==> config.mk <==
export PLATFORM = sky130hd
export DESIGN_NAME = host_bus_request_response
export DESIGN_NICKNAME = d
export VERILOG_FILES = /design/src/core/host_bus_pkg.sv /design/src/core/host_bus_request_response.sv /design/src/core/response_encoder.sv
export SDC_FILE = /design/constraint.sdc
export NUM_CORES = 1
export LEC_CHECK = 0
export ABC_AREA = 1
export BUFFER_PORTS_ARGS = -buffer_cell sky130_fd_sc_hd__clkbuf_2
export CAP_MARGIN = 20
export CORE_MARGIN = 3
export CORE_UTILIZATION = 30
export CTS_CLUSTER_DIAMETER = 150
export DETAILED_ROUTE_END_ITERATION = 6
export REMOVE_ABC_BUFFERS = 1
export SLEW_MARGIN = 5
export SYNTH_ARGS = -nofsm -noshare
export SYNTH_HDL_FRONTEND = slang
export SYNTH_SLANG_ARGS = --single-unit
==> constraint.sdc <==
create_clock -name clk_i -period 1.8 [get_ports clk_i]
set_input_delay 0.45 -clock clk_i [delete_from_list [all_inputs] [get_ports clk_i]]
set_output_delay 0.45 -clock clk_i [all_outputs]
set_load 0.05 [all_outputs]
==> src/core/host_bus_pkg.sv <==
// constants for the host-bus request/response slice
// assumes one 125 MHz clock and a synchronous active-high reset
package host_bus_pkg;
    localparam int          CMD_W         = 5;
    localparam int          RESP_W        = 3;
    localparam int          BSEL_W        = 3;
    localparam int          TYPE_W        = 10;
    localparam int          CLK_PERIOD_NS = 8;
    // -------------------------------------------------------------------
    // response codes
    // -------------------------------------------------------------------
    typedef enum logic [2:0] {
        RESP_IDLE      = 3'b000,
        RESP_RETRY     = 3'b001,
        RESP_DEFERRED  = 3'b010,
        RESP_RESERVED  = 3'b011,
        RESP_HARD_FAIL = 3'b100,
        RESP_NO_DATA   = 3'b101,
        RESP_IMPL_WB   = 3'b110,
        RESP_NORMAL    = 3'b111
    } resp_code_t;
    typedef enum logic [1:0] {
        ST_IDLE  = 2'b00,
        ST_HALF2 = 2'b01,
        ST_WAIT  = 2'b10,
        ST_RESP  = 2'b11
    } req_state_t;
    localparam logic [BSEL_W-1:0] BSEL_RESET = 3'h0;
endpackage : host_bus_pkg

==> src/core/host_bus_request_response.sv <==
// request phase capture, target-ready, response pins, bus speed latch, lock block
// assumes command halves arrive on consecutive clocks, positive-true, synchronous inputs
// assumes the next strobe comes no earlier than the cycle after the response
`timescale 1ns/1ps
`default_nettype none
// Notes on behaviour
// - first half gives enough type to start a snoop; snoop starts from it
// - second half adds attributes; both halves together give the full type
// - target ready only asserted when the data phase can be entered
// - response codes: 000 idle, 001 retry, 010 deferred, 101, 110, 111
// - reserved 011 and hard-failure 100 are never driven
// - bus speed select is latched when system reset deasserts
// - locked cycles after address strobe block downstream and PCIe DRAM accesses
module host_bus_request_response (
    input  wire logic                               clk_i,
    input  wire logic                               rst_i,
    input  wire logic                               system_reset_in_n_i,
    input  wire logic [host_bus_pkg::BSEL_W-1:0]    bus_speed_select_i,
    input  wire logic                               address_strobe_in_i,
    input  wire logic [host_bus_pkg::CMD_W-1:0]     host_request_command_i,
    input  wire logic                               bus_lock_i,
    input  wire logic                               data_phase_able_i,
    input  wire logic                               resp_valid_i,
    input  wire logic [host_bus_pkg::RESP_W-1:0]    resp_kind_i,
    output logic                                    snoop_start_o,
    output logic [host_bus_pkg::CMD_W-1:0]          snoop_type_o,
    output logic                                    request_valid_o,
    output logic [host_bus_pkg::TYPE_W-1:0]         request_type_o,
    output logic                                    target_data_ready_o,
    output logic [host_bus_pkg::RESP_W-1:0]         response_code_o,
    output logic [host_bus_pkg::BSEL_W-1:0]         bus_speed_o,
    output logic                                    dram_block_o
);
    import host_bus_pkg::*;

    req_state_t          state_q;
    logic [CMD_W-1:0]    half1_q;
    logic                sys_rst_q;
    logic                locked_q;
    logic [RESP_W-1:0]   resp_code_d;
    logic                strobe_taken;
    logic                half2_taken;
    logic                ready_taken;
    logic                resp_taken;
    logic                sys_rst_release;
    logic                lock_start;

    // -------------------------------------------------------------------
    // phase qualifiers
    // -------------------------------------------------------------------
    // a strobe outside idle and an offer outside the response state are ignored
    assign strobe_taken    = (state_q == ST_IDLE) && address_strobe_in_i;
    assign half2_taken     = (state_q == ST_HALF2);
    assign ready_taken     = (state_q == ST_WAIT) && data_phase_able_i;
    assign resp_taken      = (state_q == ST_RESP) && resp_valid_i;
    assign sys_rst_release = system_reset_in_n_i && !sys_rst_q;
    assign lock_start      = bus_lock_i && address_strobe_in_i;

    // -------------------------------------------------------------------
    // request phase sequencing
    // -------------------------------------------------------------------
    always_ff @(posedge clk_i) begin
        if (rst_i) begin
            state_q <= ST_IDLE;
        end else begin
            case (state_q)
                ST_IDLE: begin
                    if (strobe_taken) begin
                        state_q <= ST_HALF2;
                    end
                end
                ST_HALF2: begin
                    // half two is taken on the next clock, unconditionally
                    state_q <= ST_WAIT;
                end
                ST_WAIT: begin
                    // hold until the core can enter the data phase
                    if (ready_taken) begin
                        state_q <= ST_RESP;
                    end
                end
                ST_RESP: begin
                    // offers outside this state are dropped
                    if (resp_taken) begin
                        state_q <= ST_IDLE;
                    end
                end
                default: begin
                    // unused code: recover to idle
                    state_q <= ST_IDLE;
                end
            endcase
        end
    end

    // -------------------------------------------------------------------
    // first half capture
    // -------------------------------------------------------------------
    always_ff @(posedge clk_i) begin
        if (rst_i) begin
            half1_q <= '0;
        end else if (strobe_taken) begin
            half1_q <= host_request_command_i;
        end
    end

    always_ff @(posedge clk_i) begin
        if (rst_i) begin
            snoop_type_o <= '0;
        end else if (strobe_taken) begin
            snoop_type_o <= host_request_command_i;
        end
    end

    // -------------------------------------------------------------------
    // snoop start pulse
    // -------------------------------------------------------------------
    // one cycle, so snoop handling starts before the second half is in
    always_ff @(posedge clk_i) begin
        if (rst_i) begin
            snoop_start_o <= 1'b0;
        end else begin
            snoop_start_o <= strobe_taken;
        end
    end

    // -------------------------------------------------------------------
    // second half: full transaction type
    // -------------------------------------------------------------------
    // half one in the upper bits, half two in the lower
    always_ff @(posedge clk_i) begin
        if (rst_i) begin
            request_type_o <= '0;
        end else if (half2_taken) begin
            request_type_o <= {half1_q, host_request_command_i};
        end
    end

    always_ff @(posedge clk_i) begin
        if (rst_i) begin
            request_valid_o <= 1'b0;
        end else begin
            request_valid_o <= half2_taken;
        end
    end

    // -------------------------------------------------------------------
    // target ready
    // -------------------------------------------------------------------
    // a single cycle; the response state follows at once
    always_ff @(posedge clk_i) begin
        if (rst_i) begin
            target_data_ready_o <= 1'b0;
        end else begin
            target_data_ready_o <= ready_taken;
        end
    end

    // -------------------------------------------------------------------
    // response code
    // -------------------------------------------------------------------
    response_encoder response_encoder_inst (
        .kind_i  (resp_kind_i),
        .valid_i (resp_taken),
        .code_o  (resp_code_d)
    );

    // one cycle of code, then idle again
    always_ff @(posedge clk_i) begin
        if (rst_i) begin
            response_code_o <= RESP_IDLE;
        end else begin
            response_code_o <= resp_code_d;
        end
    end

    // -------------------------------------------------------------------
    // bus speed latch at system reset release
    // -------------------------------------------------------------------
    // tracker resets high so a system reset already released is no edge
    always_ff @(posedge clk_i) begin
        if (rst_i) begin
            sys_rst_q <= 1'b1;
        end else begin
            sys_rst_q <= system_reset_in_n_i;
        end
    end

    // straps are read once per release and then held
    always_ff @(posedge clk_i) begin
        if (rst_i) begin
            bus_speed_o <= BSEL_RESET;
        end else if (sys_rst_release) begin
            bus_speed_o <= bus_speed_select_i;
        end
    end

    // -------------------------------------------------------------------
    // bus lock
    // -------------------------------------------------------------------
    // set by a strobe under lock, cleared only when lock drops
    always_ff @(posedge clk_i) begin
        if (rst_i) begin
            locked_q <= 1'b0;
        end else if (!bus_lock_i) begin
            locked_q <= 1'b0;
        end else if (lock_start) begin
            locked_q <= 1'b1;
        end
    end

    // -------------------------------------------------------------------
    // downstream dram block
    // -------------------------------------------------------------------
    // block holds from the strobe cycle until lock drops
    always_comb begin
        dram_block_o = 1'b0;
        if (bus_lock_i) begin
            dram_block_o = locked_q || address_strobe_in_i;
        end
    end
endmodule : host_bus_request_response
`default_nettype wire

==> src/core/response_encoder.sv <==
// maps a requested response kind onto the response pins
// assumes the requester only offers codes it means; illegal codes fall back to idle
`timescale 1ns/1ps
`default_nettype none
module response_encoder (
    input  wire logic [2:0] kind_i,
    input  wire logic       valid_i,
    output logic      [2:0] code_o
);
    import host_bus_pkg::*;
    always_comb begin
        code_o = RESP_IDLE;
        if (valid_i) begin
            case (kind_i)
                RESP_RETRY, RESP_DEFERRED, RESP_NO_DATA, RESP_IMPL_WB, RESP_NORMAL: code_o = kind_i;
                default: code_o = RESP_IDLE; // reserved and hard-failure never driven
            endcase
        end
    end
endmodule : response_encoder
`default_nettype wire

==> results.sh, run 1 <==
export IMPL_fmax_mhz=664
export IMPL_peakVddDrop_v=0.000523
export IMPL_ctsResizeCount=0
export IMPL_grt_overflow=0
export IMPL_register_area_sq_um=561
export IMPL_multi_input_area_sq_um=409
export IMPL_pin_count=43
export IMPL_grt_max_degree=23
export IMPL_postCtsHoldBufs=0
export IMPL_end_kind="primary output"
export IMPL_grt_pass1_wl_mm=3.83
export IMPL_port_buffers=42
export IMPL_finalNetCount=196
export IMPL_antenna_found_initial=0
export IMPL_arrival_ps=1060
export IMPL_core_area_sq_mm=0.00320
export IMPL_synth_adder_area_share=0.0476
export IMPL_hp_class="primary input to register"
export IMPL_yosys_top_cells_area="dfxtp_1 (53%), nor2_1 (16%), o21ai_0 (6.7%)"
export IMPL_num_vias=930
export IMPL_post_synth_and_or_nand_nor_area_fraction=0.230
export IMPL_rsz0062_at_grt="false"
export IMPL_avgViaCountPerCell=4.31
export IMPL_synth_cells=131
export IMPL_finalSetupTns_ps=0
export IMPL_finalHoldViolCount=0
export IMPL_rows=20
export IMPL_synth_mux_area_fraction=0
export IMPL_fillers=352
export IMPL_fin_worst_skew_ps=2.06
export IMPL_synth_seq_cells=28
export IMPL_die_area_sq_mm=0.00425
export IMPL_dp_hpwl_mm=1.85
export IMPL_ys_seq_area_frac=0.533
export IMPL_synth_top_cell_area_share=0.533
export IMPL_antenna_left=0
export IMPL_die_w_microns=65.2
export IMPL_synth_xor_xnor_area_share=0
export IMPL_slew_violations=0
export IMPL_crit_family="flip-flops"
export IMPL_gp_congestion=0.768
export IMPL_hp_start="system_reset_in_n_i"
export IMPL_h_tree_depth=1
export IMPL_finalSetupViolCount=0
export IMPL_cts_made_buffers=3
export IMPL_clockBufferDepth=2
export IMPL_synth_warning_count=0
export IMPL_maxCapViolations=0
export IMPL_grt_pass1_vias=898
export IMPL_clock_latency_ps=310
export IMPL_drive_gt1_frac=0.291
export IMPL_crit_type="register to primary output"
export IMPL_synth_top_family_by_area="simple AND/OR/NAND/NOR gates"
export IMPL_synth_compound_area_frac=0.112
export IMPL_syn_cell_area_sq_mm=0.00105
export IMPL_crit_slowest_cell="dfxtp_1"
export IMPL_routed_wl_mm=2.36
export IMPL_final_common_cell="nor2_1"
export IMPL_crit_required_ps=1350
export IMPL_power_density_mw_per_mm2=1630
export IMPL_crit_chain="o21a_1, clkbuf_2"
export IMPL_postSynthAreaPerCell_sq_um=8.02
export IMPL_slew_headroom=0.728
export IMPL_final_core_util=0.408
export IMPL_worst_slew_pin_slew_ps=407
export IMPL_wl_per_cell_microns=10.9
export IMPL_crit_fanout=2
export IMPL_cts_tree="yes"
export IMPL_status="finished, final reports clean"
export IMPL_cpPeakStageDelay_ps=330
export IMPL_grtUsageTotal=0.115
export IMPL_worst_path_buf_inv=1
export IMPL_drc=0
export IMPL_drtPass1Iterations=4
export IMPL_start_util=0.328
export IMPL_r2r_slack_ps=350
export IMPL_die_y_microns=65.2
export IMPL_p_leak_nw=0.685
export IMPL_postCtsSetupBuffers=0
export IMPL_num_antenna_cells=0
export IMPL_r2r_start="state_q[1]"
export IMPL_startpoint="locked_q"
export IMPL_fin_crit_sh=0.837
export IMPL_cts_root_buf="clkbuf_4"
export IMPL_post_route_min_period_ps=1510
export IMPL_cts_sinks=28
export IMPL_yosys_area_top_type="dfxtp_1"
export IMPL_path_clk_slew_ps=140
export IMPL_drt_iter0_drc=54
export IMPL_final_cell_mix="nor2_1 (45), clkbuf_2 (42), dfxtp_1 (28)"
export IMPL_synth_cell_type_count=19
export IMPL_cp_start_kind="register"
export IMPL_areaGrowthSynthToFinish_pct=24.3
-- worst register-to-register path, delay by kind of cell, from the launching register on --
kind                       cells  cell delay, ps
and+or+nand+nor                2             220
DFF                            1             350
buffers and inverters          2             380
adders and majority gates      1             410
-- flip-flops by register name, summed over array words and instances, names as in the netlist --
register,flops
locked_q,1
snoop_type_o,5
request_type_o,10
target_data_ready_o,1
bus_speed_o,3
sys_rst_q,1
state_q,2
response_code_o,3
snoop_start_o,1
request_valid_o,1
-- per-stage QoR --
step | hold slack (ps) | instance area, sq um | power [mW] | instances | setup slack (ps)
floorplan | 497 | 1020 | 1.65 | 127 | 491
global placement | 466 | 1280 | 1.88 | 213 | 398
detailed placement | 480 | 1280 | 1.90 | 213 | 380
CTS | 326 | 1310 | 2.15 | 216 | 269
global route | 318 | 1310 | 2.27 | 216 | 217
finish | 335 | 1310 | 2.13 | 216 | 294
-- synth_stat cells (all sizes together) --
cell     n
buf      4
nand2   11
nand3    2
o21a     1
nor2    46
inv     12
a21oi    1
o211ai   2
o21ai   18
ha       4
dfxtp   28
and2     1
clkinv   1
-- power by group --
part	internal, mW	switching (mW)	leakage (nW)
Clock	0.0782	0.168	0.0138
Sequential	0.776	0.0875	0.230
Combinational	0.229	0.787	0.441
-- area by class of cell --
type | instances | share of cell area
repair buffers | 42 | 0.161
flip-flops and latches | 28 | 0.429
inverters | 13 | 0.0374
multi-input cells | 86 | 0.313
well taps | 44 | 0.0421
clock buffers | 3 | 0.0172
-- per-layer routing --
metal  track usage  vias up  share of wire
met4        0.0440        0         0.0051
met2         0.225       16           0.52
met1         0.118      422           0.43
li1              -      490              -
met5             0        -              0
met3        0.0222        2          0.041
-- cell families (layout without fill, tap and decap cells) --
| kind of cell | after synthesis | after routing |
|---|---|---|
| flops | 28 | 28 |
| fa+ha+maj | 4 | 4 |
| buf+inv | 17 | 58 |
| simple gates | 60 | 60 |
| compound gates | 22 | 22 |
-- worst paths after layout --
path	end	cells after the start
worst min register to register	request_type_o[8]	2
worst max register to register	request_type_o[7]	5
worst min-delay path	sys_rst_q	3
worst max-delay path	dram_block_o	2
(Power assumes the default switching activity.)
==> run 2: changes to the inputs <==
==> constraint.sdc (replaced) <==
create_clock -name clk_i -period 1.4 [get_ports clk_i]
set_input_delay 0.35 -clock clk_i [delete_from_list [all_inputs] [get_ports clk_i]]
set_output_delay 0.35 -clock clk_i [all_outputs]
set_load 0.05 [all_outputs]
==> run 2 against run 1 <==
  * Global-route usage grew 0.38 points
  * Die area is the same
  * Flip-flop and latch count unchanged
  * Sequential share of layout area is 1.5 points lower
  * Design area up 3.5%
  * Total power up 39%
  * Utilization rose by 1.4 points
  * Combinational power increased by 29%
  * Register-to-register slack worse by 200 ps
  * Critical endpoint is now snoop_type_o[4]
  * Highest routed layer unchanged
==> results.sh, run 2 (synthesized netlist as in run 1, its figures left out) <==
export IMPL_status="finished, final reports clean"
export IMPL_postCtsSetupBuffers=0
export IMPL_crit_required_ps=1050
export IMPL_fin_worst_skew_ps=3.68
export IMPL_cts_root_buf="clkbuf_4"
export IMPL_cp_start_kind="register"
export IMPL_peakVddDrop_v=0.000918
export IMPL_grt_overflow=0
export IMPL_gp_congestion=0.762
export IMPL_p_leak_nw=0.707
export IMPL_fmax_mhz=741
export IMPL_largest_reg_flops=10
export IMPL_drtPass1Iterations=4
export IMPL_port_buffers=42
export IMPL_finalSetupTns_ps=0
export IMPL_grt_pass1_wl_mm=4.00
export IMPL_die_w_microns=65.2
export IMPL_reg_top3="request_type_o x10, snoop_type_o x5"
export IMPL_cts_made_buffers=3
export IMPL_wl_per_cell_microns=10.4
export IMPL_start_util=0.328
export IMPL_num_antenna_cells=0
export IMPL_hp_class="primary input to register"
export IMPL_r2r_slack_ps=150
export IMPL_whs_ps=207
export IMPL_total_power_mw=2.95
export IMPL_end_kind="primary output"
export IMPL_grt_pass1_vias=932
export IMPL_fin_crit_sh=0.963
export IMPL_finalSetupViolCount=0
export IMPL_hold_end="sys_rst_q"
export IMPL_dp_hpwl_mm=1.77
export IMPL_r2r_start="state_q[0]"
export IMPL_num_vias=943
export IMPL_antenna_found_initial=0
export IMPL_top_usage_layer="met2"
export IMPL_maxCapViolations=0
export IMPL_hold_depth=3
export IMPL_use_met3=0.0291
export IMPL_finalNetCount=197
export IMPL_dp_slack_ps=141
export IMPL_met1_usage=0.127
export IMPL_worst_path_buf_inv=1
export IMPL_rr_endpoint="snoop_type_o[2]"
export IMPL_rr_worst_depth=6
export IMPL_pin_count=43
export IMPL_cts_sinks=28
export IMPL_grtUsageTotal=0.119
export IMPL_clockBufferDepth=2
export IMPL_clock_latency_ps=320
export IMPL_hp_start="system_reset_in_n_i"
export IMPL_drive_gt1_frac=0.299
export IMPL_fillers=345
export IMPL_final_common_cell="nor2_1"
export IMPL_cpPeakStageDelay_ps=390
export IMPL_crit_family="flip-flops"
export IMPL_die_area_sq_mm=0.00425
export IMPL_antenna_left=0
export IMPL_finalHoldViolCount=0
export IMPL_grt_max_degree=23
export IMPL_drt_iter0_drc=40
export IMPL_post_route_min_period_ps=1350
export IMPL_fin_ws_ps=51.2
export IMPL_crit_slowest_cell="dfxtp_1"
export IMPL_cts_tree="yes"
export IMPL_final_cell_mix="nor2_1 (45), clkbuf_2 (38), dfxtp_1 (28)"
export IMPL_avgViaCountPerCell=4.33
export IMPL_slew_headroom=0.749
export IMPL_slew_violations=0
export IMPL_crit_fanout=3
export IMPL_path_clk_slew_ps=140
export IMPL_arrival_ps=1000
export IMPL_h_tree_depth=1
export IMPL_rows=20
export IMPL_rsz0062_at_grt="false"
export IMPL_crit_type="register to primary output"
export IMPL_areaGrowthSynthToFinish_pct=28.7
export IMPL_worst_slew_pin_slew_ps=377
export IMPL_routed_wl_mm=2.27
export IMPL_grtUsageMet2=0.216
export IMPL_die_y_microns=65.2
export IMPL_power_density_mw_per_mm2=2180
export IMPL_core_area_sq_mm=0.00320
export IMPL_drc=0
export IMPL_top_register="request_type_o"
export IMPL_crit_chain="clkbuf_2"
==> run 2: cell types whose count changed in the layout (fill, tap and decap cells not counted), sizes merged <==
cell	delta
clkbuf	-3
buf	+4
bufinv	+1
==> run 2: cell type report <==
type | count | area [sq um] | area share
sequential | 28 | 561 | 0.414
multi-input combinational | 86 | 409 | 0.302
timing repair buffer | 43 | 226 | 0.167
tap | 44 | 55.1 | 0.0407
inverter | 13 | 48.8 | 0.0361
clock inverter | 1 | 30.0 | 0.0222
clock buffer | 3 | 22.5 | 0.0167
==> run 2: power breakdown <==
group | internal [mW] | switching [mW]
Combinational | 0.312 | 1.01
Clock | 0.289 | 0.229
Sequential | 0.998 | 0.113
==> run 2: metrics by stage <==
step | std cells | utilization | instance area, sq um
after floorplan | 127 | - | 1020
after global placement | 214 | 0.403 | 1290
after detailed placement | 214 | 0.403 | 1290
after CTS | 218 | 0.420 | 1350
after global routing | 218 | 0.422 | 1350
final | 218 | 0.422 | 1350
==> run 2: layer usage <==
layer	vias up	wire length, microns
li1	492	-
met1	431	925
met2	18	1210
met3	2	117
met4	0	17
met5	-	0
==> run 2: timing repair <==
action	4_1_cts	5_1_grt
pin swaps	0	0
hold buffers	0	0
setup endpoints to repair	1	4
gates resized for setup	1	6
==> run 2: worst max-delay path by stage <==
| stage | startpoint | endpoint | depth (start not counted) |
|---|---|---|---|
| after floorplan | state_q[1] | request_type_o[6] | 5 |
| after global placement | address_strobe_in_i | dram_block_o | 3 |
| after detailed placement | state_q[0] | snoop_type_o[2] | 6 |
| after CTS | locked_q | dram_block_o | 2 |
| after global routing | request_type_o[5] | request_type_o[5] | 1 |
| final | snoop_type_o[4] | snoop_type_o[4] | 1 |
==> run 3: changes to the inputs <==
--- a/config.mk
+++ b/config.mk
@@ -6,13 +6,14 @@
 export NUM_CORES = 1
 export LEC_CHECK = 0
 export ABC_AREA = 1
-export BUFFER_PORTS_ARGS = -buffer_cell sky130_fd_sc_hd__clkbuf_2
+export BUFFER_PORTS_ARGS = -buffer_cell sky130_fd_sc_hd__buf_2
 export CAP_MARGIN = 20
 export CORE_MARGIN = 3
 export CORE_UTILIZATION = 30
 export CTS_CLUSTER_DIAMETER = 150
 export DETAILED_ROUTE_END_ITERATION = 6
 export REMOVE_ABC_BUFFERS = 1
+export SKIP_LAST_GASP = 1
 export SLEW_MARGIN = 5
 export SYNTH_ARGS = -nofsm -noshare
 export SYNTH_HDL_FRONTEND = slang
==> constraint.sdc (replaced) <==
create_clock -name clk_i -period 1.7 [get_ports clk_i]
set_input_delay 0.425 -clock clk_i [delete_from_list [all_inputs] [get_ports clk_i]]
set_output_delay 0.425 -clock clk_i [all_outputs]
set_load 0.05 [all_outputs]
==> run 3 against run 2 <==
  * Clock power is 49% lower
  * Utilization fell by 1.4 points
  * Flip-flop and latch count did not move
  * Register-to-register slack gained 190 ps
  * Worst hold slack better by 68 ps
  * Sequential power down 18%
  * Total power shrank 23%
  * Sequential share of layout area is 1.5 points higher
  * Critical path depth is 1 higher
  * Design area is 3.4% lower
  * Via count is 0.85% lower
  * First-iteration DRC count shrank 5.0%
  * Largest power group unchanged
  * Highest routed layer unchanged
==> results.sh, run 3 (synthesized netlist as in run 1, its figures left out) <==
export IMPL_status="finished, final reports clean"
export IMPL_die_area_sq_mm=0.00425
export IMPL_rsz0062_at_grt="false"
export IMPL_dp_slack_ps=349
export IMPL_finalNetCount=196
export IMPL_grtUsageTotal=0.116
export IMPL_die_y_microns=65.2
export IMPL_hp_class="primary input to register"
export IMPL_top_register="request_type_o"
export IMPL_grt_max_degree=23
export IMPL_postCtsHoldBufs=0
export IMPL_die_w_microns=65.2
export IMPL_clockBufferDepth=2
export IMPL_fin_crit_sh=0.861
export IMPL_fmax_mhz=683
export IMPL_num_antenna_cells=0
export IMPL_postCtsSetupBuffers=0
export IMPL_drc=0
export IMPL_drtPass1Iterations=4
export IMPL_dp_hpwl_mm=1.83
export IMPL_crit_type="register to primary output"
export IMPL_p_leak_nw=0.698
export IMPL_grt_overflow=0
export IMPL_clock_latency_ps=320
export IMPL_drt_iter0_drc=38
export IMPL_worst_slew_pin_slew_ps=335
export IMPL_rows=20
export IMPL_cp_start_kind="register"
export IMPL_crit_required_ps=1270
export IMPL_wl_per_cell_microns=10.7
export IMPL_routed_wl_mm=2.32
export IMPL_port_buffers=42
export IMPL_cts_root_buf="clkbuf_4"
export IMPL_h_tree_depth=1
export IMPL_gp_congestion=0.751
export IMPL_maxCapViolations=0
export IMPL_slew_violations=0
export IMPL_arrival_ps=1040
export IMPL_crit_chain="o21a_1, buf_2"
export IMPL_multi_input_area_sq_um=409
export IMPL_finalSetupViolCount=0
export IMPL_drive_gt1_frac=0.291
export IMPL_fillers=355
export IMPL_finalSetupTns_ps=0
export IMPL_largest_reg_flops=10
export IMPL_fin_ws_ps=237
export IMPL_final_common_cell="nor2_1"
export IMPL_start_util=0.328
export IMPL_worst_path_buf_inv=1
export IMPL_core_area_sq_mm=0.00320
export IMPL_avgViaCountPerCell=4.33
export IMPL_slew_headroom=0.776
export IMPL_cts_made_buffers=3
export IMPL_cpPeakStageDelay_ps=330
export IMPL_reg_top3="request_type_o x10, snoop_type_o x5"
export IMPL_peakVddDrop_v=0.000361
export IMPL_grt_pass1_wl_mm=3.89
export IMPL_power_density_mw_per_mm2=1730
export IMPL_grt_pass1_vias=941
export IMPL_register_area_sq_um=561
export IMPL_end_kind="primary output"
export IMPL_cts_sinks=28
export IMPL_post_route_min_period_ps=1460
export IMPL_antenna_found_initial=0
export IMPL_final_cell_mix="nor2_1 (45), buf_2 (42), dfxtp_1 (28)"
export IMPL_finalHoldViolCount=0
export IMPL_crit_family="flip-flops"
export IMPL_crit_fanout=2
export IMPL_ctsResizeCount=0
export IMPL_path_clk_slew_ps=140
export IMPL_cts_tree="yes"
export IMPL_antenna_left=0
export IMPL_pin_count=43
export IMPL_fin_worst_skew_ps=7.65
export IMPL_areaGrowthSynthToFinish_pct=24.3
export IMPL_crit_slowest_cell="dfxtp_1"
export IMPL_num_vias=935
==> run 3: cell types whose count changed in the layout (fill, tap and decap cells not counted), sizes merged <==
| cell | previous run | this run |
|---|---|---|
| clkbuf | 42 | 3 |
| buf | 4 | 42 |
| bufinv | 1 | 0 |
==> run 3: metal layers <==
metal / vias to the layer above / wire, microns / track usage
met4: 0 / 32 / 0.0466
met1: 425 / 997 / 0.128
met2: 18 / 1200 / 0.214
met5: - / 0 / 0
li1: 488 / - / -
met3: 4 / 90 / 0.0239
==> run 3: worst min-delay path, cell delays in order <==
cell and delay [ps]:
buf_2 70, inv_1 40, nand2_1 40
==> run 3: report_power, final <==
part / internal [mW] / switching, mW
sequential: 0.822 / 0.0929
combinational: 0.248 / 0.830
clock: 0.0831 / 0.181
total: 1.15 / 1.10
==> run 3: final timing paths <==
check                      startpoint                 to  slack [ps]  cells after the start
setup / recovery             locked_q       dram_block_o         240                      2
hold / removal    system_reset_in_n_i          sys_rst_q         270                      3
setup reg to reg           state_q[1]  request_type_o[6]         340                      5
hold reg to reg     request_type_o[8]  request_type_o[8]         510                      2
==> run 3: final cells by class <==
| cell class | count | share of cell area |
|---|---|---|
| Sequential cell | 28 | 0.429 |
| Multi-Input combinational cell | 86 | 0.313 |
| Timing Repair Buffer | 42 | 0.161 |
| Tap cell | 44 | 0.0421 |
| Inverter | 13 | 0.0374 |
| Clock buffer | 3 | 0.0172 |
==> run 3: metrics by stage <==
step	power (mW)	hold WS [ps]	cells	util	area, sq um
CTS	2.28	272	216	0.408	1310
finish	2.26	274	216	0.408	1310
global placement	2.00	477	213	0.401	1280
global route	2.41	288	216	0.408	1310
detailed placement	2.02	481	213	0.401	1280
floorplan	1.75	497	127	-	1020
